### config.mk
export PLATFORM = sky130hd
export DESIGN_NAME = pdt_timer
export DESIGN_NICKNAME = d
export VERILOG_FILES = /design/src/verilog/pdt_pkg_unused_guard.sv /design/src/verilog/pdt_pkg.sv /design/src/verilog/pdt_pin_if.sv /design/src/verilog/pdt_pin_sync.sv /design/src/verilog/pdt_prescaler.sv /design/src/verilog/pdt_timer.sv
export SDC_FILE = /design/constraint.sdc
export NUM_CORES = 1
export LEC_CHECK = 0
export BUFFER_PORTS_ARGS = -buffer_cell sky130_fd_sc_hd__buf_2
export CAP_MARGIN = 20
export CORE_UTILIZATION = 30
export DETAILED_ROUTE_END_ITERATION = 10
export PLACE_DENSITY_LB_ADDON = 0.08
export SKIP_CTS_REPAIR_TIMING = 1
export SLEW_MARGIN = 20
export SYNTH_ARGS = -nofsm -noshare
export SYNTH_HDL_FRONTEND = slang
export SYNTH_SLANG_ARGS = --single-unit
### constraint.sdc
create_clock -name pclk -period 2.6 [get_ports pclk]
set_input_delay 0.39 -clock pclk [delete_from_list [all_inputs] [get_ports pclk]]
set_output_delay 0.39 -clock pclk [all_outputs]
set_load 0.05 [all_outputs]
### src/verilog/pdt_pkg_unused_guard.sv
`default_nettype none
`default_nettype wire

### src/verilog/pdt_pkg.sv
// Purpose: shared constants and types of the prescaled down timer
// Assumes: apb with 32-bit data, one aligned word per register
// Notes:   register index times four gives the byte address
`default_nettype none

package pdt_pkg;

	// apb address width and register indices (byte address is index times four)
	localparam int unsigned ADDR_W = 12;
	localparam logic [7:0] IDX_PSC  = 8'hd2;
	localparam logic [7:0] IDX_CNT  = 8'hd3;
	localparam logic [7:0] IDX_CTRL = 8'hd4;
	localparam logic [7:0] IDX_STAT = 8'hd5;
	localparam logic [7:0] IDX_MASK = 8'hd6;
	localparam logic [ADDR_W-1:0] ADDR_PSC  = {2'h0, IDX_PSC, 2'h0};
	localparam logic [ADDR_W-1:0] ADDR_CNT  = {2'h0, IDX_CNT, 2'h0};
	localparam logic [ADDR_W-1:0] ADDR_CTRL = {2'h0, IDX_CTRL, 2'h0};
	localparam logic [ADDR_W-1:0] ADDR_STAT = {2'h0, IDX_STAT, 2'h0};
	localparam logic [ADDR_W-1:0] ADDR_MASK = {2'h0, IDX_MASK, 2'h0};

	// reset values and counter limits
	localparam logic [6:0] PSC_RST   = 7'h7f;
	localparam logic [6:0] PSC_ZERO  = 7'h00;
	localparam logic [7:0] CNT_RST   = 8'hff;
	localparam logic [7:0] CNT_ZERO  = 8'h00;
	localparam logic [7:0] CTRL_RST  = 8'h00;
	localparam logic [31:0] RD_ZERO  = 32'h0000_0000;

	// control/status field positions
	localparam int unsigned CTRL_FLAG  = 7;
	localparam int unsigned CTRL_IE    = 6;
	localparam int unsigned CTRL_DIR   = 5;
	localparam int unsigned CTRL_LVL   = 4;
	localparam int unsigned CTRL_RUN   = 3;
	localparam int unsigned CTRL_SEL_HI = 2;
	localparam int unsigned CTRL_SEL_LO = 0;

	// interrupt status bits
	localparam int unsigned IRQ_W        = 2;
	localparam int unsigned IRQ_UNDERFLOW = 0;
	localparam int unsigned IRQ_PINOUT    = 1;
	localparam logic [IRQ_W-1:0] IRQ_RST  = 2'h0;

	// internal clock divider ahead of the prescaler
	localparam int unsigned INT_DIV = 12;
	localparam logic [3:0] DIV_LAST = 4'(INT_DIV - 1);
	localparam logic [3:0] DIV_RST  = 4'h0;

	// operating mode decoded from direction and level/gate bits
	typedef enum logic [1:0] {
		MODE_EVENT,
		MODE_GATED,
		MODE_OUTPUT
	} pdt_mode_e;

endpackage

`default_nettype wire

### src/verilog/pdt_pin_if.sv
// Purpose: carries the qualified timer pin towards the counting logic
// Assumes: single clock domain
// Notes:   rise is a one-cycle pulse, high is a level
`timescale 1ns/1ps
`default_nettype none

interface pdt_pin_if;
	logic rise;
	logic high;
	modport src (output rise, output high);
	modport dst (input rise, input high);
endinterface

`default_nettype wire

### src/verilog/pdt_pin_sync.sv
// Purpose: synchronises the timer pin and derives edge and level qualifiers
// Assumes: pin may change at any time relative to pclk
// Notes:   first stage feeds only the second stage
`timescale 1ns/1ps
`default_nettype none

module pdt_pin_sync (
	// clock and reset
	input  wire logic clk,
	input  wire logic rst_n,
	// raw pin and qualified result
	input  wire logic pin_raw,
	pdt_pin_if.src    pin
);

	logic meta_q;
	logic sync_q;
	logic prev_q;

	// two-stage synchroniser plus a history stage for edge detection
	always_ff @(posedge clk or negedge rst_n) begin
		if (!rst_n) begin
			meta_q <= 1'b0;
			sync_q <= 1'b0;
			prev_q <= 1'b0;
		end else begin
			meta_q <= pin_raw;
			sync_q <= meta_q;
			prev_q <= sync_q;
		end
	end

	assign pin.rise = sync_q & ~prev_q;
	assign pin.high = sync_q;

endmodule

`default_nettype wire

### src/verilog/pdt_prescaler.sv
// Purpose: seven-bit down prescaler with selectable power-of-two tap
// Assumes: src_tick is a one-cycle pulse per prescaler input edge
// Notes:   software write wins over a coincident tick
`timescale 1ns/1ps
`default_nettype none

module pdt_prescaler (
	// clock and reset
	input  wire logic       clk,
	input  wire logic       rst_n,
	// control
	input  wire logic       run,
	input  wire logic       src_tick,
	input  wire logic [2:0] sel,
	input  wire logic       wr,
	input  wire logic [6:0] wdata,
	// state and counter clock
	output logic      [6:0] value_q,
	output logic      [6:0] tap_mask,
	output logic            cnt_tick
);

	genvar i;
	generate
		for (i = 0; i < 7; i++) begin : g_tap
			assign tap_mask[i] = (sel > 3'(i));
		end
	endgenerate

	// counter clock fires as the selected low bits wrap
	assign cnt_tick = run & src_tick & ~wr & ((value_q & tap_mask) == pdt_pkg::PSC_ZERO);

	always_ff @(posedge clk or negedge rst_n) begin
		if (!rst_n) begin
			value_q <= pdt_pkg::PSC_RST;
		end else if (!run) begin
			value_q <= pdt_pkg::PSC_RST;
		end else if (wr) begin
			value_q <= wdata;
		end else if (src_tick) begin
			if (value_q == pdt_pkg::PSC_ZERO) begin
				value_q <= pdt_pkg::PSC_RST;
			end else begin
				value_q <= value_q - 7'h01;
			end
		end
	end

endmodule

`default_nettype wire

### src/verilog/pdt_timer.sv
// Purpose: prescaled eight-bit down timer with apb registers and timer pin
// Assumes: apb master per amba apb3, pin input asynchronous
// Notes:   no wait state; every apb access takes two cycles
`timescale 1ns/1ps
`default_nettype none

module pdt_timer (
	// clock and reset
	input  wire logic                        pclk,
	input  wire logic                        presetn,
	// apb slave
	input  wire logic                        psel,
	input  wire logic                        penable,
	input  wire logic                        pwrite,
	input  wire logic [pdt_pkg::ADDR_W-1:0]  paddr,
	input  wire logic [31:0]                 pwdata,
	output logic      [31:0]                 prdata,
	output logic                             pready,
	output logic                             pslverr,
	// timer pin
	input  wire logic                        timer_pin_i,
	output logic                             timer_pin_o,
	output logic                             timer_pin_oe,
	// requests
	output logic                             timer_irq,
	output logic                             irq,
	output logic                             wake
);

	logic [31:0]                 prdata_q;
	logic                        pready_q;
	logic                        pslverr_q;
	logic                        flag_q;
	logic                        flag_prev_q;
	logic                        ie_q;
	logic                        dir_q;
	logic                        lvl_q;
	logic                        run_q;
	logic [2:0]                  tap_sel_q;
	logic [7:0]                  cnt_q;
	logic [3:0]                  div_q;
	logic                        pin_lvl_q;
	logic [pdt_pkg::IRQ_W-1:0]   stat_q;
	logic [pdt_pkg::IRQ_W-1:0]   mask_q;
	logic                        timer_irq_q;
	logic                        irq_q;
	logic                        wake_q;
	logic [6:0]                  psc_val;
	logic [6:0]                  tap_mask;
	logic                        cnt_tick;
	logic                        div_tick;
	logic                        src_tick;
	logic                        underflow;
	logic                        flag_rise;
	logic                        setup;
	logic                        apb_wr;
	logic                        hit;
	logic                        wr_psc;
	logic                        wr_cnt;
	logic                        wr_ctrl;
	logic                        wr_stat;
	logic                        wr_mask;
	logic [7:0]                  ctrl_val;
	logic [31:0]                 rd_mux;
	logic [pdt_pkg::IRQ_W-1:0]   stat_set;
	logic [pdt_pkg::IRQ_W-1:0]   stat_clr;
	pdt_pkg::pdt_mode_e          mode;

	pdt_pin_if pin ();

	// pin qualifiers
	pdt_pin_sync pdt_pin_sync_i (
		.clk     (pclk),
		.rst_n   (presetn),
		.pin_raw (timer_pin_i),
		.pin     (pin)
	);

	// prescaler and tap selection
	pdt_prescaler pdt_prescaler_i (
		.clk      (pclk),
		.rst_n    (presetn),
		.run      (run_q),
		.src_tick (src_tick),
		.sel      (tap_sel_q),
		.wr       (wr_psc),
		.wdata    (pwdata[6:0]),
		.value_q  (psc_val),
		.tap_mask (tap_mask),
		.cnt_tick (cnt_tick)
	);

	// apb decode; writes land on the edge that completes the access phase
	assign setup   = psel & ~penable;
	assign apb_wr  = psel & penable & pready_q & pwrite;
	assign wr_psc  = apb_wr & (paddr == pdt_pkg::ADDR_PSC);
	assign wr_cnt  = apb_wr & (paddr == pdt_pkg::ADDR_CNT);
	assign wr_ctrl = apb_wr & (paddr == pdt_pkg::ADDR_CTRL);
	assign wr_stat = apb_wr & (paddr == pdt_pkg::ADDR_STAT);
	assign wr_mask = apb_wr & (paddr == pdt_pkg::ADDR_MASK);

	assign ctrl_val = {flag_q, ie_q, dir_q, lvl_q, run_q, tap_sel_q};

	// read mux; unmapped addresses read zero and flag an error
	always_comb begin
		hit    = 1'b1;
		rd_mux = pdt_pkg::RD_ZERO;
		case (paddr)
			pdt_pkg::ADDR_PSC:  rd_mux[6:0] = psc_val;
			pdt_pkg::ADDR_CNT:  rd_mux[7:0] = cnt_q;
			pdt_pkg::ADDR_CTRL: rd_mux[7:0] = ctrl_val;
			pdt_pkg::ADDR_STAT: rd_mux[pdt_pkg::IRQ_W-1:0] = stat_q;
			pdt_pkg::ADDR_MASK: rd_mux[pdt_pkg::IRQ_W-1:0] = mask_q;
			default:            hit = 1'b0;
		endcase
	end

	// apb answer registered in the setup cycle, ready in the first access cycle
	always_ff @(posedge pclk or negedge presetn) begin
		if (!presetn) begin
			pready_q  <= 1'b0;
			pslverr_q <= 1'b0;
			prdata_q  <= pdt_pkg::RD_ZERO;
		end else begin
			pready_q  <= setup;
			pslverr_q <= setup & ~hit;
			prdata_q  <= (setup & ~pwrite) ? rd_mux : pdt_pkg::RD_ZERO;
		end
	end

	// divide the core clock by twelve
	assign div_tick = (div_q == pdt_pkg::DIV_LAST);

	always_ff @(posedge pclk or negedge presetn) begin
		if (!presetn) begin
			div_q <= pdt_pkg::DIV_RST;
		end else if (div_tick) begin
			div_q <= pdt_pkg::DIV_RST;
		end else begin
			div_q <= div_q + 4'h1;
		end
	end

	// mode decode from direction and level/gate bits
	always_comb begin
		if (dir_q) begin
			mode = pdt_pkg::MODE_OUTPUT;
		end else if (lvl_q) begin
			mode = pdt_pkg::MODE_GATED;
		end else begin
			mode = pdt_pkg::MODE_EVENT;
		end
	end

	always_comb begin
		case (mode)
			pdt_pkg::MODE_EVENT:  src_tick = pin.rise;
			pdt_pkg::MODE_GATED:  src_tick = div_tick & pin.high;
			pdt_pkg::MODE_OUTPUT: src_tick = div_tick;
			default:              src_tick = 1'b0;
		endcase
	end

	// wrap from zero is the underflow
	assign underflow = cnt_tick & (cnt_q == pdt_pkg::CNT_ZERO) & ~wr_cnt;

	// frozen while stopped, since cnt_tick needs run
	always_ff @(posedge pclk or negedge presetn) begin
		if (!presetn) begin
			cnt_q <= pdt_pkg::CNT_RST;
		end else if (wr_cnt) begin
			cnt_q <= pwdata[7:0];
		end else if (cnt_tick) begin
			cnt_q <= cnt_q - 8'h01;
		end
	end

	// flag cleared only by software; an underflow beats a clearing write
	always_ff @(posedge pclk or negedge presetn) begin
		if (!presetn) begin
			flag_q <= pdt_pkg::CTRL_RST[pdt_pkg::CTRL_FLAG];
		end else if (underflow) begin
			flag_q <= 1'b1;
		end else if (wr_ctrl) begin
			flag_q <= pwdata[pdt_pkg::CTRL_FLAG];
		end
	end

	always_ff @(posedge pclk or negedge presetn) begin
		if (!presetn) begin
			ie_q  <= pdt_pkg::CTRL_RST[pdt_pkg::CTRL_IE];
			dir_q <= pdt_pkg::CTRL_RST[pdt_pkg::CTRL_DIR];
			lvl_q <= pdt_pkg::CTRL_RST[pdt_pkg::CTRL_LVL];
			run_q <= pdt_pkg::CTRL_RST[pdt_pkg::CTRL_RUN];
			tap_sel_q <= pdt_pkg::CTRL_RST[pdt_pkg::CTRL_SEL_HI:pdt_pkg::CTRL_SEL_LO];
		end else if (wr_ctrl) begin
			ie_q  <= pwdata[pdt_pkg::CTRL_IE];
			dir_q <= pwdata[pdt_pkg::CTRL_DIR];
			lvl_q <= pwdata[pdt_pkg::CTRL_LVL];
			run_q <= pwdata[pdt_pkg::CTRL_RUN];
			tap_sel_q <= pwdata[pdt_pkg::CTRL_SEL_HI:pdt_pkg::CTRL_SEL_LO];
		end
	end

	// flag rise also covers a software set of the flag
	assign flag_rise = flag_q & ~flag_prev_q;

	// latch level to pin on flag rise
	always_ff @(posedge pclk or negedge presetn) begin
		if (!presetn) begin
			flag_prev_q <= 1'b0;
			pin_lvl_q   <= 1'b0;
		end else begin
			flag_prev_q <= flag_q;
			if (flag_rise) begin
				pin_lvl_q <= lvl_q;
			end
		end
	end

	// no status event pending; declared ahead of its first use
	localparam logic [pdt_pkg::IRQ_W-1:0] IRQ_NONE = pdt_pkg::IRQ_RST;

	// sticky event bits, write one to clear, a new event wins over the clear
	always_comb begin
		stat_set = IRQ_NONE;
		stat_set[pdt_pkg::IRQ_UNDERFLOW] = underflow;
		stat_set[pdt_pkg::IRQ_PINOUT]    = flag_rise & dir_q;
		stat_clr = wr_stat ? pwdata[pdt_pkg::IRQ_W-1:0] : IRQ_NONE;
	end

	always_ff @(posedge pclk or negedge presetn) begin
		if (!presetn) begin
			stat_q <= pdt_pkg::IRQ_RST;
			mask_q <= pdt_pkg::IRQ_RST;
		end else begin
			stat_q <= (stat_q & ~stat_clr) | stat_set;
			if (wr_mask) begin
				mask_q <= pwdata[pdt_pkg::IRQ_W-1:0];
			end
		end
	end

	// timer request from flag and enable
	// same request drives wake-up, valid in wait and stop
	always_ff @(posedge pclk or negedge presetn) begin
		if (!presetn) begin
			timer_irq_q <= 1'b0;
			wake_q      <= 1'b0;
			irq_q       <= 1'b0;
		end else begin
			timer_irq_q <= flag_q & ie_q;
			wake_q      <= flag_q & ie_q;
			irq_q       <= |(stat_q & mask_q);
		end
	end

	// outputs straight from flops
	assign prdata       = prdata_q;
	assign pready       = pready_q;
	assign pslverr      = pslverr_q;
	assign timer_pin_oe = dir_q;
	assign timer_pin_o  = pin_lvl_q;
	assign timer_irq    = timer_irq_q;
	assign wake         = wake_q;
	assign irq          = irq_q;
endmodule

`default_nettype wire

# Yosys cells after proc, flatten, opt, wreduce, memory -nomap -nowiden
# Cells that the tools add are included.
[word_totals] reg_bits=48 in_bits=50 output_inout_bits=39 wordCells=99
[classes] n_addsub=3 magnitude_cmp=7 eq_ne=9 mux=18 bitwise_logic=33 n_reduce_logical=8
[ops] operator="== test 12 x 10 -> 1 bit (second input constant)" n=5
[ops] operator="two-way mux 7 bit" n=4
[ops] operator="two-way mux 8 bit" n=3
[ops] operator="AND 1 bit" n=21
[ops] operator="one-hot mux 5 bit (3 select lines)" n=1
[ops] operator="zero test 7 bit" n=2
[ops] operator="one-hot mux 2 bit (5 select lines)" n=1
[ops] operator="> comparator 3 bit (second input constant)" n=3
[ops] operator="zero test 8 bit" n=1
[ops] operator="subtractor 8 x 1 -> 8 bit (second input constant)" n=1
[ops] operator="AND 7 bit" n=1
[ops] operator="NOT 1 bit" n=7
[ops] operator="subtractor 7 x 1 -> 7 bit (second input constant)" n=1
[ops] operator="> comparator 3 x 1 -> 1 bit (second input constant)" n=2
[ops] operator="> comparator 3 x 2 -> 1 bit (second input constant)" n=2
[ops] operator="OR reduction 5 bit" n=1
[ops] operator="adder 4 x 1 -> 4 bit (second input constant)" n=1
[ops] operator="AND 2 bit" n=2
[ops] operator="== test 4 bit (second input constant)" n=1
[ops] operator="two-way mux 1 bit" n=4
[ops] operator="two-way mux 2 bit" n=2
[ops] operator="two-way mux 4 bit" n=1
[ops] operator="nonzero test 2 bit" n=2
[ops] operator="inequality test 3 x 1 -> 1 bit (second input constant)" n=1
[ops] operator="other kinds (8)" n=8

# Depth between registers and ports, before layout
[depth] ltp_word=10 mapped_depth=9 depth_no_buf=8

# Cells and area by module
# From an unflattened synthesis, not the netlist that was laid out.
[unflattened] hier_cells=285 area_unflattened_um2=2952.8
[modules_own_cells] mod="pdt_timer" n_inst=1 cells_per_inst=204 area_per_inst_um2=2225.9 seq_area_each_um2=960.9
[modules_own_cells] mod="pdt_prescaler" n_inst=1 cells_per_inst=77 area_per_inst_um2=638.1 seq_area_each_um2=183.9
[modules_own_cells] mod="pdt_pin_sync" n_inst=1 cells_per_inst=4 area_per_inst_um2=88.8 seq_area_each_um2=75.1

# Least setup slack after synthesis
# No wires, ideal clock.
[synth_path] path_type="register -> register" from="reg dir_q, in the netlist timer_pin_oe" to="reg cnt_q[7]" setup_time_ns=0.072 t_arrival_ns=1.972 t_required_ns=2.528 path_slack_ns=0.556 stages_incl_launch_ff=7 n_path_buf=0 period_less_slack_ns=2.044 path_cell_list="dfrtp_1 > nor4b_1 > a211oi_1 > a21o_1 > or4_1 > xor2_1 > o21ai_1"
[synth_between] elab_chain_len=7 word_cells_on_any_way=9 cone_classes="eq/ne (2); mux (2); bitwise (3); reduce/logical (2)"
[synth_lines] item="start, declared" line="pdt_timer.sv:36" rtl="logic dir_q;"
[synth_lines] item="start signal, assigned" line="pdt_timer.sv:192" rtl="dir_q <= pdt_pkg::CTRL_RST[pdt_pkg::CTRL_DIR];"
[synth_lines] item="start signal, assigned" line="pdt_timer.sv:198" rtl="dir_q <= pwdata[pdt_pkg::CTRL_DIR];"
[synth_lines] item="two-way mux 2 bit (*)" line="pdt_timer.sv:146" rtl="if (dir_q) begin"
[synth_lines] item="== test 2 bit, or another cell as far along" line="pdt_timer.sv:156" rtl="case (mode)"
[synth_lines] item="one-hot mux 1 bit (3 select lines) (*)" line="pdt_timer.sv:156"
[synth_lines] item="AND 1 bit (*) (3 in series)" line="pdt_prescaler.sv:31" rtl="assign cnt_tick = run & src_tick & ~wr & ((value_q & tap_mask) == pdt_pkg::PSC_ZERO);"
[synth_lines] item="nonzero test 2 bit (no source line) (*)"
[synth_lines] item="end signal, assigned" line="pdt_timer.sv:170" rtl="cnt_q <= pdt_pkg::CNT_RST;"
[synth_lines] item="end signal, assigned" line="pdt_timer.sv:172" rtl="cnt_q <= pwdata[7:0];"
[synth_lines] item="end signal, assigned" line="pdt_timer.sv:174" rtl="cnt_q <= cnt_q - 8'h01;"
[synth_lines] item="end, declared" line="pdt_timer.sv:40" rtl="logic [7:0] cnt_q;"
# Every way passes the cells marked *; elsewhere a longest branch is shown, timed or not.
# A chain may end at the register's enable or synchronous reset.

# Final worst setup path
[layout_path] from="reg pdt_prescaler_i.value_q[0]" to="reg pdt_prescaler_i.value_q[3]"
[layout_between] elab_chain_len=5 word_cells_on_any_way=6 cone_classes="add/sub (1); mux (4); reduce/logical (1)"
[layout_lines] item="start, declared" line="pdt_prescaler.sv:18" rtl="output logic [6:0] value_q,"
[layout_lines] item="start signal, assigned" line="pdt_prescaler.sv:35" rtl="value_q <= pdt_pkg::PSC_RST;"
[layout_lines] item="start signal, assigned" line="pdt_prescaler.sv:37" rtl="value_q <= pdt_pkg::PSC_RST;"
[layout_lines] item="start signal, assigned" line="pdt_prescaler.sv:39" rtl="value_q <= wdata;"
[layout_lines] item="subtractor 7 x 1 -> 7 bit / zero test 7 bit (equally long branches)" line="pdt_prescaler.sv:44, pdt_prescaler.sv:41"
[layout_lines] item="two-way mux 7 bit (*)" line="pdt_prescaler.sv:41" rtl="if (value_q == pdt_pkg::PSC_ZERO) begin"
[layout_lines] item="two-way mux 7 bit (*)" line="pdt_prescaler.sv:40" rtl="end else if (src_tick) begin"
[layout_lines] item="two-way mux 7 bit (*)" line="pdt_prescaler.sv:38" rtl="end else if (wr) begin"
[layout_lines] item="two-way mux 7 bit (*)" line="pdt_prescaler.sv:36" rtl="end else if (!run) begin"
# Every way passes the cells marked *; elsewhere a longest branch is shown, timed or not. The select of a mux whose other input is x is not followed.

==> key figures <==
Outcome
  – Outcome: finished, final reports clean

CTS
  – CTS Buf Count: 5
  – Clk sinks: 48
  – H-tree depth: 2
  – CTS tree: built
  – CTS max path bufs: 2
  – Clock transition at path regs: 0.10 ns
  – Clk root buf: clkbuf_8
  – Clk Latency, worst-skew pair: approximately 0.30 ns

Floorplanning
  – Die W: 96.6 microns
  – I/O Pins: 89
  – Core Region: 8680 sq um
  – Cell Rows: 34
  – Starting Density: 0.309
  – Die Y: about 97 microns
  – Die area: 9330 sq um

Layout
  – Most frequent cells in the layout: buf_2 (40), dfrtp_1 (33), nand2_1 (29)
  – Layout cells sized above 1: 0.271
  – N_diodes: 0
  – Area delta synth->final: 11.9%
  – Post-Layout Cell Count: between 400 and 500
  – Final instance area: 3000 sq um
  – Most common cell after layout, fill and taps aside: buf_2
  – Final nets: 373

Min path
  – Worst Hold Class: in -> async

Worst setup path
  – Crit-path max FO: 5
  – Worst flop-to-flop path startpoint: pdt_prescaler_i.value_q[0]$_DFFE_PN1P_
  – Startpoint types: register
  – RR Endpoint: pdt_prescaler_i.value_q[3]$_DFFE_PN1P_
  – Critical Path AT: 2.43 ns
  – CP Launch Point: pdt_prescaler_i.value_q[0]$_DFFE_PN1P_
  – Worst Setup EP: pdt_prescaler_i.value_q[3]$_DFFE_PN1P_
  – Slowest cell on the critical path: or3b_2
  – Worst-path cell chain: inv_1, ha_1, or3b_2, nor4_1, nor2b_1, o31ai_1, nand2_1, nand3_1
  – FF-to-FF setup slack: roughly 0.42 ns
  – Slowest cell delay on critical path: 0.49 ns
  – Setup crit end kind: register
  – R2R depth: 8
  – Worst Path Required: 2.85 ns
  – WS Path Type: reg -> reg

Routing
  – Number of routed nets with antenna violations: 0
  – DRC viols: 0
  – Routed via count: 2024
  – 1st-pass router iterations: 4
  – Routed WL: about 6400 microns
  – Vias per inst: 4.72
  – Wire per inst: 15.0 microns
  – Detailed router's first-iteration violation count: 139

STA
  – Fin. Hold Viols: 0
  – Min Clock Period, post-route: 2.18 ns
  – Setup WS post-layout: around 0.42 ns
  – Worst slew margin: 0.605
  – Setup Skew: 0.00376 ns
  – Actual slew at the worst max-slew pin: 0.587 ns
  – Final Max Tran Viols: 0
  – Total setup violations reported at the end of the flow: 0
  – Setup_tns: 0 ns
  – RSZ-0062 raised after global routing: false
  – Fmax: 459 MHz
  – Final Cycle Share: 0.838

Global routing
  – GRT Overall Usage: 0.154
  – GR Util met3: 0.0258
  – Global-route wire length before repair: between 10000 and 15000 microns
  – Initial antenna violation count: 0
  – Met2 Usage GRT: 0.244
  – Largest net degree at the start of global routing: 26
  – Vias in the first global route: 1957
  – Most used routing layer: met2
  – Total gr overflow: 0
  – Met1 Resource Use GR: 0.216

Pwr
  – Pwr Total: 1.39 mW
  – Cell Pwr Density: ~460 nW/um^2
  – Worst IR drop on VDD: 0.197 mV
  – Pleak: 1.40 nW

Logic synthesis
  – Syn_area_per_cell: 9.59 sq um
  – Number of library cell types mapped by synthesis: 51
  – Asr flop ratio synth: 1.00
  – Synthesized flop and latch total: 48
  – Sequential fraction of the synthesis area: 0.455
  – Top_reg_cell synth: dfrtp_1
  – Number of flops mapped to enable cells by yosys: 0
  – Synth warn: 0
  – Mapped Cells: 280
  – Cell Area, Synth: 2680 sq um

Placed design
  – Gpl congestion: 0.814
  – DP HPWL: around 4800 microns
  – Pre-CTS setup slack: 0.337 ns
  – Placed cell area: 2920 sq um
  – Port buffer count: 40
  – Placed cells: 421

Run
  – Max-Cap Viols: 0
[layout make-up]
type,count,area [sq um]
fill,918,5670
multi-input combinational,210,1270
sequential,48,1220
timing repair buffer,47,265
tap,108,135
clock buffer,5,68.8
inverter,8,30.0
clock inverter,3,18.8
[cell families (layout without fill, tap and decap cells)]
family,Yosys count,after routing,share of synthesized area
other cells,1,24,0.00140
xor+xnor,11,11,0.0359
mux,19,19,0.0765
fa+ha+maj,3,3,0.0140
buf+inv,45,63,0.106
compound gates,49,49,0.111
simple gates,104,104,0.201
flops,48,48,0.455
[critical path, delay by kind of cell (launching register included)]
| kind | cells | cell delay [ns] |
|---|---|---|
| flip-flops | 1 | 0.41 |
| AND/OR/NAND/NOR | 5 | 1.23 |
| AO/OA/AOI/OAI | 1 | 0.21 |
| buffers and inverters | 1 | 0.09 |
| adder cells (fa/ha/maj) | 1 | 0.17 |
[how the worst min path moves through the flow]
stage	endpoint	slack [ns]	cells past startpoint
2_1_floorplan	div_q[0]$_DFF_PN0_	0.09	0
3_3_place_gp	pdt_pin_sync_i.pin.high$_DFF_PN0_	0.33	0
3_5_place_dp	pdt_pin_sync_i.pin.high$_DFF_PN0_	0.34	0
4_1_cts	pready$_DFF_PN0_	0.07	1
5_1_grt	pready$_DFF_PN0_	0.09	1
6_report	pready$_DFF_PN0_	0.06	1
[routing by layer]
| metal | routed length (microns) | vias up | share of wire |
|---|---|---|---|
| met5 | 0 | - | 0 |
| met4 | 43 | 0 | 0.0067 |
| met3 | 171 | 4 | 0.027 |
| met2 | 3040 | 39 | 0.47 |
| met1 | 3190 | 983 | 0.50 |
| li1 | - | 998 | - |
[registers in the layout, indices dropped and copies added (netlist names), 2 cells and up]
register                 cells
cnt_q                        8
prdata                       8
pdt_prescaler_i.value_q      7
div_q                        4
tap_sel_q                    3
mask_q                       2
stat_q                       2
[where the power goes]
group / switching (mW) / leakage, nW / total (mW) / internal [mW]
logic: 0.138 / 0.750 / 0.174 / 0.0366
registers: 0.00169 / 0.599 / 0.753 / 0.751
clock network: 0.271 / 0.0479 / 0.459 / 0.188
[per-stage QoR]
| stage | hold slack, ns | util |
|---|---|---|
| after floorplan | 0.0944 | - |
| after global placement | 0.331 | 0.336 |
| after detailed placement | 0.344 | 0.336 |
| after CTS | 0.0725 | 0.346 |
| after global routing | 0.0930 | 0.346 |
| final | 0.0592 | 0.346 |
[synthesized netlist by cell type (all sizes together) (2+ instances only)]
cell type,number,area [sq um]
buf,34,241
dfrtp,33,826
nand2,29,109
nor2,28,105
o21ai,16,80.1
dfstp,15,394
a21oi,13,65.1
mux2,12,135
nand3,10,50.1
inv,8,30.0
mux2i,7,70.1
xor2,7,61.3
nor3,5,25.0
nor4,5,46.3
a211oi,4,30.0
nand2b,4,25.0
or3,4,35.0
xnor2,4,35.0
a21o,3,22.5
and2,3,18.8
clkbuf,3,12.5
ha,3,37.5
o211ai,3,22.5
and4b,2,20.0
nand4b,2,17.5
nor2b,2,12.5
nor3b,2,15.0
nor4b,2,17.5
o31ai,2,15.0
Power figures use the tool's default switching activity.
